[config.mk]
export PLATFORM = sky130hd
export DESIGN_NAME = serial_adc_result_readout
export DESIGN_NICKNAME = d
export VERILOG_FILES = /design/src/rtl/serial_adc_pkg.sv /design/src/rtl/pin_sync.sv /design/src/rtl/result_fifo.sv /design/src/rtl/serial_adc_result_readout.sv
export SDC_FILE = /design/constraint.sdc
export NUM_CORES = 1
export LEC_CHECK = 0
export ABC_AREA = 1
export BUFFER_PORTS_ARGS = -buffer_cell sky130_fd_sc_hd__buf_2
export CAP_MARGIN = 0
export CORE_UTILIZATION = 61
export CTS_CLUSTER_DIAMETER = 200
export DETAILED_ROUTE_END_ITERATION = 12
export PLACE_DENSITY = 0.79
export SLEW_MARGIN = 20
export SYNTH_ARGS = -nofsm -noshare
export SYNTH_HDL_FRONTEND = slang
export SYNTH_SLANG_ARGS = --single-unit
[constraint.sdc]
create_clock -name sys_clk -period 2.58 [get_ports sys_clk]
set_input_delay 0.387 -clock sys_clk [delete_from_list [all_inputs] [get_ports sys_clk]]
set_output_delay 0.387 -clock sys_clk [all_outputs]
set_load 0.05 [all_outputs]
[src/rtl/serial_adc_pkg.sv]
package serial_adc_pkg;

  // Result and frame layout.
  localparam int RESULT_W = 12;
  localparam int LEAD_ZEROS = 4;
  localparam int FRAME_BITS = LEAD_ZEROS + RESULT_W;
  localparam int CNT_W = 4;
  localparam logic [CNT_W-1:0] LAST_BIT = 4'hF;
  localparam logic [CNT_W-1:0] FIRST_BIT = 4'h0;

  // Conversion timing at the 125 MHz system clock.
  localparam int SYS_CLK_PERIOD_NS = 8;
  localparam int CONV_TIME_NS = 6000;
  localparam int CONV_CYCLES = (CONV_TIME_NS + SYS_CLK_PERIOD_NS - 1) / SYS_CLK_PERIOD_NS;
  localparam int CONV_CNT_W = 10;
  localparam logic [CONV_CNT_W-1:0] CONV_LAST = CONV_CNT_W'(CONV_CYCLES - 1);

  // Result buffer depth.
  localparam int FIFO_DEPTH = 4;

  // One conversion result as delivered by the converter core.
  typedef struct packed {
    logic [RESULT_W-1:0] code;
  } result_word_t;

  // Observable state of the readout logic.
  typedef struct packed {
    logic conv_busy;
    logic read_active;
    logic load_pending;
    logic overrun;
  } readout_status_t;

endpackage

[src/rtl/pin_sync.sv]
`timescale 1ns/100ps
// Two-stage synchroniser for asynchronous pin levels.
module pin_sync #(
  parameter int W = 2
) (
  // Clock and reset
  input wire logic clk,
  input wire logic arst_n,
  // Levels
  input wire logic [W-1:0] d,
  output logic [W-1:0] q
);

  logic [W-1:0] meta;

  // The first stage feeds only the second stage.
  always_ff @(posedge clk or negedge arst_n) begin
    if (!arst_n) begin
      meta <= '0;
      q <= '0;
    end else begin
      meta <= d;
      q <= meta;
    end
  end

endmodule // pin_sync

[src/rtl/result_fifo.sv]
`timescale 1ns/100ps
// Small synchronous FIFO with valid/ready on both sides.
module result_fifo #(
  parameter int W = 12,
  parameter int DEPTH = 4
) (
  // Clock and reset
  input wire logic clk,
  input wire logic arst_n,
  // Fill side
  input wire logic in_valid,
  output logic in_ready,
  input wire logic [W-1:0] in_data,
  // Drain side
  output logic out_valid,
  input wire logic out_ready,
  output logic [W-1:0] out_data
);

  localparam int PW = $clog2(DEPTH);

  logic [W-1:0] mem [DEPTH];
  logic [PW-1:0] wr_ptr;
  logic [PW-1:0] rd_ptr;
  logic [PW:0] count;
  wire push = in_valid & in_ready;
  wire pop = out_valid & out_ready;

  // Full and empty come straight from the fill count.
  assign in_ready = (count != (PW+1)'(DEPTH));
  assign out_valid = (count != '0);
  assign out_data = mem[rd_ptr];

  // Storage is written only on a push, so no reset is needed for it.
  always_ff @(posedge clk) begin
    if (push) begin
      mem[wr_ptr] <= in_data;
    end
  end

  // Pointers wrap explicitly at DEPTH-1, so depths that are not powers of two also work.
  always_ff @(posedge clk or negedge arst_n) begin
    if (!arst_n) begin
      wr_ptr <= '0;
      rd_ptr <= '0;
      count <= '0;
    end else begin
      if (push) begin
        wr_ptr <= (wr_ptr == PW'(DEPTH - 1)) ? '0 : wr_ptr + 1'b1;
      end
      if (pop) begin
        rd_ptr <= (rd_ptr == PW'(DEPTH - 1)) ? '0 : rd_ptr + 1'b1;
      end
      count <= count + (PW+1)'(push) - (PW+1)'(pop);
    end
  end

endmodule // result_fifo

[src/rtl/serial_adc_result_readout.sv]
`timescale 1ns/100ps
module serial_adc_result_readout #(
  parameter int FIFO_DEPTH = serial_adc_pkg::FIFO_DEPTH
) (
  // System clock and reset
  input wire logic sys_clk,
  input wire logic arst_n,
  // Serial link pins
  input wire logic ser_clk,
  input wire logic conv_start_n,
  output logic ser_dout,
  output logic ser_dout_oe,
  // Results from the converter core
  input wire logic res_valid,
  output logic res_ready,
  input wire serial_adc_pkg::result_word_t res_data,
  // Status
  output serial_adc_pkg::readout_status_t status
);

  localparam int RW = serial_adc_pkg::RESULT_W;
  localparam int FW = serial_adc_pkg::FRAME_BITS;
  localparam int CW = serial_adc_pkg::CNT_W;

  logic [1:0] pins_s;
  logic sclk_d;
  logic cst_d;
  logic conv_busy;
  logic [serial_adc_pkg::CONV_CNT_W-1:0] conv_cnt;
  logic [RW-1:0] hold;
  logic pending;
  logic [RW-1:0] out_reg;
  logic [CW-1:0] bit_cnt;
  logic reading;
  logic spent;
  logic overrun;
  logic [FW-1:0] shreg;
  logic fifo_valid;
  serial_adc_pkg::result_word_t fifo_data;

  // The serial clock is not a clock here: it is sampled like any pin.
  pin_sync #(.W(2)) u_pin_sync (
    .clk(sys_clk),
    .arst_n(arst_n),
    .d({ser_clk, ~conv_start_n}),
    .q(pins_s)
  );

  // Edge detection on the synchronised pin levels.
  // Convert-start passes the synchroniser inverted, so its reset level matches the idle high pin.
  // Without this a false fall and rise would follow every reset and start a phantom conversion.
  wire sclk_s = pins_s[1];
  wire cst_s = ~pins_s[0];
  wire sclk_rise = sclk_s & ~sclk_d;
  wire sclk_fall = ~sclk_s & sclk_d;
  wire conv_fall = ~cst_s & cst_d;
  wire conv_rise = cst_s & ~cst_d;
  wire conv_reset = conv_fall & ~sclk_s;
  wire eoc = conv_busy & (conv_cnt == serial_adc_pkg::CONV_LAST);
  wire take = eoc & fifo_valid;
  wire load_now = pending & (~reading | conv_reset);
  wire frame_start = sclk_rise & (bit_cnt == serial_adc_pkg::FIRST_BIT);
  wire frame_end = sclk_fall & (reading | overrun) & (bit_cnt == serial_adc_pkg::LAST_BIT);
  wire [FW-1:0] frame_word = {{serial_adc_pkg::LEAD_ZEROS{1'b0}}, out_reg};

  // Results wait in the buffer; it drains only at conversion ends, so the core sees back-pressure.
  result_fifo #(.W(RW), .DEPTH(FIFO_DEPTH)) u_fifo (
    .clk(sys_clk),
    .arst_n(arst_n),
    .in_valid(res_valid),
    .in_ready(res_ready),
    .in_data(res_data.code),
    .out_valid(fifo_valid),
    .out_ready(eoc),
    .out_data(fifo_data.code)
  );

  // Previous pin levels for edge detection.
  always_ff @(posedge sys_clk or negedge arst_n) begin
    if (!arst_n) begin
      sclk_d <= 1'b0;
      cst_d <= 1'b1;
    end else begin
      sclk_d <= sclk_s;
      cst_d <= cst_s;
    end
  end

  // Conversion timer; a new rising edge restarts it.
  always_ff @(posedge sys_clk or negedge arst_n) begin
    if (!arst_n) begin
      conv_busy <= 1'b0;
      conv_cnt <= '0;
    end else if (conv_rise) begin
      conv_busy <= 1'b1;
      conv_cnt <= '0;
    end else if (conv_busy) begin
      conv_busy <= ~eoc;
      conv_cnt <= conv_cnt + 1'b1;
    end
  end

  // A new result sets the pending flag; the set wins over a load in the same cycle.
  always_ff @(posedge sys_clk or negedge arst_n) begin
    if (!arst_n) begin
      hold <= '0;
      pending <= 1'b0;
    end else if (take) begin
      hold <= fifo_data.code;
      pending <= 1'b1;
    end else if (load_now) begin
      pending <= 1'b0;
    end
  end

  // Output register follows the held result whenever no read blocks it.
  always_ff @(posedge sys_clk or negedge arst_n) begin
    if (!arst_n) begin
      out_reg <= '0;
    end else if (load_now) begin
      out_reg <= hold;
    end
  end

  // Frame state; pauses with the clock low simply leave everything still.
  always_ff @(posedge sys_clk or negedge arst_n) begin
    if (!arst_n) begin
      bit_cnt <= '0;
      reading <= 1'b0;
      spent <= 1'b0;
      overrun <= 1'b0;
    end else if (conv_reset) begin
      bit_cnt <= '0;
      reading <= 1'b0;
      spent <= 1'b0;
      overrun <= 1'b0;
    end else begin
      if (frame_start & spent) begin
        overrun <= 1'b1;
      end else if (frame_start & ~overrun) begin
        reading <= 1'b1;
      end
      if (sclk_fall & (reading | overrun)) begin
        bit_cnt <= bit_cnt + 1'b1;
      end
      if (frame_end & reading) begin
        reading <= 1'b0;
        spent <= 1'b1;
      end
    end
  end

  // Shifter and pin driver; the first rising edge of a frame takes a fresh copy.
  always_ff @(posedge sys_clk or negedge arst_n) begin
    if (!arst_n) begin
      shreg <= '0;
      ser_dout <= 1'b0;
      ser_dout_oe <= 1'b0;
    end else if (conv_reset) begin
      shreg <= '0;
      ser_dout <= 1'b0;
      ser_dout_oe <= 1'b0;
    end else if (frame_start) begin
      shreg <= {frame_word[FW-2:0], 1'b0};
      ser_dout <= frame_word[FW-1];
      ser_dout_oe <= 1'b1;
    end else if (sclk_rise) begin
      shreg <= {shreg[FW-2:0], 1'b0};
      ser_dout <= shreg[FW-1];
    end else if (frame_end & ~overrun & ~spent) begin
      ser_dout_oe <= 1'b0;
    end
  end

  // Status is a plain view of internal flags.
  assign status.conv_busy = conv_busy;
  assign status.read_active = reading;
  assign status.load_pending = pending;
  assign status.overrun = overrun;
endmodule // serial_adc_result_readout

# After elaboration in Yosys (flattened, before gate mapping)

Memory sizes are Yosys's and may differ from the RTL's. A register that Yosys moved wholly into a read port is not among the register bits.
Cells that the tools add are included.

RAM bits: 48
Input port bits: 17
Logic and storage cells: 103
Bits in latches: 0
Memories: 1
Output and inout bits: 7
Register bits: 62
Bits in read-only memories: 0

Shift-type cells: 0
Multiplexer cells: 30
Multiply operators: 0
$add $sub $neg: 6
Magnitude comparators: 0
Bitwise logic cells: 28
Equality and inequality tests: 7
Divide/modulo/power cells: 0
Reduce and logical (&&, ||, !) cells: 13

Memories:

| name       | words | width | rd ports | clocked after Yosys merged registers in | wr ports | line              | source |
|---|---|---|---|---|---|---|---|
| u_fifo.mem | 4     | 12    | 1        | 1                                       | 1        | result_fifo.sv:22 | `logic [W-1:0] mem [DEPTH];` |

Operators with widths:

| operator                | number |
|---|---|
| $mux W16                | 3 |
| $mux W1                 | 21 |
| $mux W10                | 2 |
| $and A1 B1 Y1           | 17 |
| $reduce_bool A3 Y1      | 4 |
| $add A10 B1 Y10 const B | 1 |
| $eq A10 B10 Y1 const B  | 1 |
| $reduce_bool A2 Y1      | 5 |
| $not A1 Y1              | 9 |
| $mux W4                 | 2 |
| $add A2 B1 Y2 const B   | 2 |
| $add A4 B1 Y4 const B   | 1 |
| $eq A2 B2 Y1 const B    | 2 |
| $eq A4 B4 Y1 const B    | 1 |
| $logic_not A4 Y1        | 1 |
| $mux W2                 | 2 |
| $reduce_and A2 Y1       | 2 |
| $add A3 B1 Y3           | 1 |
| $ne A3 B1 Y1 const B    | 1 |
| $ne A3 B2 Y1 const B    | 1 |
| $ne A3 B3 Y1 const B    | 1 |
| $sub A3 B1 Y3           | 1 |
| $or A1 B1 Y1            | 2 |
| $logic_not A1 Y1        | 1 |

# Depth between registers and ports, before layout

Depth in word-level cells: 10
Depth in mapped cells: 14
Mapped depth without buffers: 13

# Cells and area by module

Synthesis repeated with hierarchy kept, for this count alone.

Cells, all modules: 537
Area, all modules: 5,397.7 µm²

Modules (own cells, without submodules):

| module                    | instances | area each (µm²) | cells an instance | seq. area each (µm²) |
|---|---|---|---|---|
| serial_adc_result_readout | 1         | 2,857.7         | 337               | 1,552.7 |
| result_fifo               | 1         | 2,439.8         | 196               | 1,616.6 |
| pin_sync                  | 1         | 100.1           | 4                 | 100.1 |

# Worst setup path after synthesis

Ideal clock, no wire load.

Kind: register -> register
Start: register conv_cnt[1] in the netlist's numbering
End: register u_fifo.count[2]
Setup slack: 0.223 ns
Library setup time: 0.129 ns
Required time: 2.451 ns
Cell stages (with the launch flop): 15
Period minus slack after synthesis: 2.357 ns
Arrival: 2.228 ns
Path buffers: 1
Path through: dfrtp_1 inv_1 ha_1 nand3_1 nor2_8 nand2_4 buf_6 inv_2 ha_1 inv_1 ha_1 inv_1 fa_1 xnor2_1 xor2_1

Longest elaborated chain between the ends: 4

RTL lines:

| element                | line                            | source |
|---|---|---|
| from (decl)            | serial_adc_result_readout.sv:29 | `logic [serial_adc_pkg::CONV_CNT_W-1:0] conv_cnt;` |
| from (signal assigned) | serial_adc_result_readout.sv:99 | `conv_cnt <= conv_cnt + 1'b1;` |
| $eq A10 B10 Y1         | serial_adc_result_readout.sv:59 | `wire eoc = conv_busy & (conv_cnt == serial_adc_pkg::CONV_LAST);` |
| $and A1 B1 Y1          | serial_adc_result_readout.sv:59 |  |
| $and A1 B1 Y1          | --                              |  |
| named net take         | serial_adc_result_readout.sv:60 | `wire take = eoc & fifo_valid;` |
| $sub A3 B1 Y3          | result_fifo.sv:54               | `count <= count + (PW+1)'(push) - (PW+1)'(pop);` |
| to (signal assigned)   | result_fifo.sv:54               |  |
| to (decl)              | result_fifo.sv:25               | `logic [PW:0] count;` |

The timed path passes the listed nets, and every way through them passes these cells.
A chain may end at the register's enable or synchronous reset.

# Worst setup path in the final report

Start: register u_fifo.count[1]
End: register u_fifo.count[2]

Elaborated cells on any way between the ends: 6
Those cells by class: add/sub (2); eq/ne (1); bitwise (2); reduce/logical (1)

RTL lines:

| element            | line                            | source |
|---|---|---|
| $reduce_bool A3 Y1 | result_fifo.sv:31               | `assign out_valid = (count != '0);` |
| $and A1 B1 Y1      | --                              |  |
| named net take     | serial_adc_result_readout.sv:60 |  |
| $sub A3 B1 Y3      | result_fifo.sv:54               |  |

The timed path passes the listed nets, and every way through them passes these cells.

==> out/qor.yml <==
yosys:
  synth_area_leader_cell: "dfrtp_1"
  ys_seq_area_share_pct: 60.50
  synth_area_sq_um: 5404
  synthesis.nets: 605
  syn_inst: 576
  synth-seq-cells: 121
  avgSynthCellArea_sq_um: 9.382
  yosys_warnings: 0
  synth_area_leaders: "dfrtp_1 33%, edfxtp_1 27%, nand2_1 12%, nand3_1 5.9%, inv_1 3.6%"
  synth_top_area_share_pct: 33.34
  yosys.cell_types.count: 33
layout:
  top_regs: "u_fifo.mem: 48 flops, shreg: 15 flops"
  top_register: "u_fifo.mem"
  layout.nets: 635
  drive_gt1_share_pct: 13.27
  layout_commonest_cell: "nand2_1"
  fin_area_sq_um: 6233
  n_antenna_cell: 0
  final_cell_mix: "179 x nand2_1, 72 x dfrtp_1, 64 x nand3_1"
  largest_reg_flops: 48
  area_growth_pct: 15.35
critical_path:
  slowest_delay_ns: 0.41
  end_kind: "flop"
  crit_required_ns: 3.01
  arrival_ns: 2.86
  crit_fanout: 15
  cp-start-kind: "flop"
  crit_chain: "nor3_1 -> nor2_4 -> nand2_4 -> inv_2 -> ha_1 -> inv_1 -> ha_1 -> inv_1 -> fa_1 -> xnor2_1 -> xor2_1"
  cpMaxStageDelayCell: "dfrtp_1"
  crit_type: "reg2reg"
sta:
  finalClockSkew_ns: 0.005807
  fin_tns_setup_ns: 0
  slew_viol_final: 0
  rsz0062_at_grt: "no"
  slew_headroom_pct: 49.45
  min_period_over_period_pct: 94.20
  period_needed_ns: 2.430
  fmax_mhz: 411.4
  final.setup.worst_slack_ns: 0.1495
  setup_viol: 0
  hold_viol: 0
  tightest_slew_ns: 0.7583
drt:
  dr.pass1.iters: 5
  vias: 3832
  detail-route-antenna-nets: 0
  via_per_inst: 5.300
  wirelength_um: 9798
  drtIter0Drc: 214
  drc: 0
  drt-wirelength-per-cell_um: 13.55
clocking:
  path_clk_slew_ns: 0.06
  cts_root_buf: "clkbuf_8"
  cts_max_level: 4
  cts_resized: 0
  cts_max_path_buffers: 2
  cts_setup_buffers: 0
  cts_buffers: 17
  cts_tree: "yes"
  clk_latency_ns: 0.51
  cts_sinks: 121
flow_run:
  maxCapViolations: 0
grt:
  grt_pass1_vias: 3633
  track_usage_pct: 24.11
  antenna_found_initial: 0
  gr-max-usage-layer: "met2"
  grt_use_met1_pct: 28.71
  grt_max_degree: 44
  use_met3_pct: 6.082
  grtUsageMet2_pct: 41.25
  grt_first_pass_wirelength_um: 16380
  grt-ovfl-total: 0
floorplan:
  die_y_um: 96.12
  initial_core_util_pct: 64.47
  rows: 33
  die-area_sq_um: 9239
  dieWidth_um: 96.12
  core-area_sq_um: 8382
  io_pins: 24
place:
  numPortBuffers: 23
  placed_area_sq_um: 5607
  place_hpwl_um: 6408
  place_congestion: 0.8353
  dp_slack_ns: 0.1926
power_and_ir_drop:
  ir_worst_vdd_mv: 0.6040
  leakage_nw: 3.063
  power_density_nw_per_um2: 788.9
run_status:
  status: "finished clean"
min_path:
  hold_class: "in2reg"
-- synth_stat cells --
cell type  number
nand2_1       179
dfrtp_1        72
nand3_1        64
inv_1          52
edfxtp_1       48
nor2_1         46
nand4_1        15
buf_2          12
or2_0          12
ha_1           11
o21ai_1        10
inv_2           9
clkbuf_1        8
a21oi_1         7
buf_4           5
nor3_1          4
nor2_2          3
nor2_4          3
o22ai_1         2
a211oi_1        1
a31oi_1         1
and2_1          1
buf_6           1
clkinv_1        1
dfstp_2         1
fa_1            1
nand2_4         1
nand3b_1        1
nand3b_4        1
nor2_8          1
o21ai_0         1
xnor2_1         1
xor2_1          1
-- where the power goes --
part	total, mW	internal (mW)	switching, mW
registers	2.13	2.07	0.0680
logic	0.395	0.106	0.289
clock network	2.39	1.56	0.830
total	4.92	3.73	1.19
-- layout make-up --
cell class,instances,area (sq um)
multi-input cells,367,1763
flip-flops and latches,121,3269
well taps,105,131.4
inverters,62,232.7
clock inverters,12,175.2
fillers,566,2148
repair buffers,37,240.2
clock buffers,19,421.7
-- what timing repair did --
item	in CTS	in global routing
hold buffers	2	1
hold endpoints to repair	31	1
setup endpoints to repair	0	0
-- kinds of logic after synthesis --
family / Yosys count / synth area share [%]
simple gates: 331 / 27.23
flops: 121 / 60.50
buf+inv: 88 / 6.877
compound gates: 22 / 2.153
fa+ha+maj: 12 / 2.917
xor+xnor: 2 / 0.3242
-- per-stage QoR --
| step | instances | power (mW) | hold slack, ns | util (%) |
|---|---|---|---|---|
| 3_5_place_dp | 689 | 2.559 | 0.3356 | 66.89 |
| 4_1_cts | 722 | 4.939 | 0.002966 | 74.25 |
| 5_1_grt | 723 | 5.089 | 0.06743 | 74.37 |
| 6_report | 723 | 4.918 | 0.07910 | 74.37 |
| 2_1_floorplan | 576 | 2.451 | 0.09141 | - |
| 3_3_place_gp | 689 | 2.538 | 0.3325 | 66.89 |
-- worst max-delay path, delay by kind of cell, from the launching register on --
| family | cells | cell delay, ns |
|---|---|---|
| adders and majority gates | 3 | 0.81 |
| and+or+nand+nor | 3 | 0.63 |
| buffers and inverters | 3 | 0.14 |
| DFF | 1 | 0.41 |
| xor gates and xnor gates | 2 | 0.36 |
-- path summary, 6_finish.rpt --
path                                    start                to  slack (ns)  depth (start not counted)
max                           u_fifo.count[1]   u_fifo.count[2]        0.15                         11
min                               res_data[8]  u_fifo.mem[3][8]        0.08                          1
max reg2reg                   u_fifo.count[1]   u_fifo.count[2]        0.15                         11
min reg2reg                u_pin_sync.meta[1]   u_pin_sync.q[1]        0.35                          0
max in group asynchronous              arst_n          shreg[9]        1.44                          3
min in group asynchronous              arst_n          ser_dout        0.48                          2
-- metal layers --
metal,vias up,wire (um)
li1,1912,-
met1,1815,4229
met2,88,5079
met3,17,329
met4,0,160
met5,-,0
No activity file was read; power rests on OpenSTA's default activity.
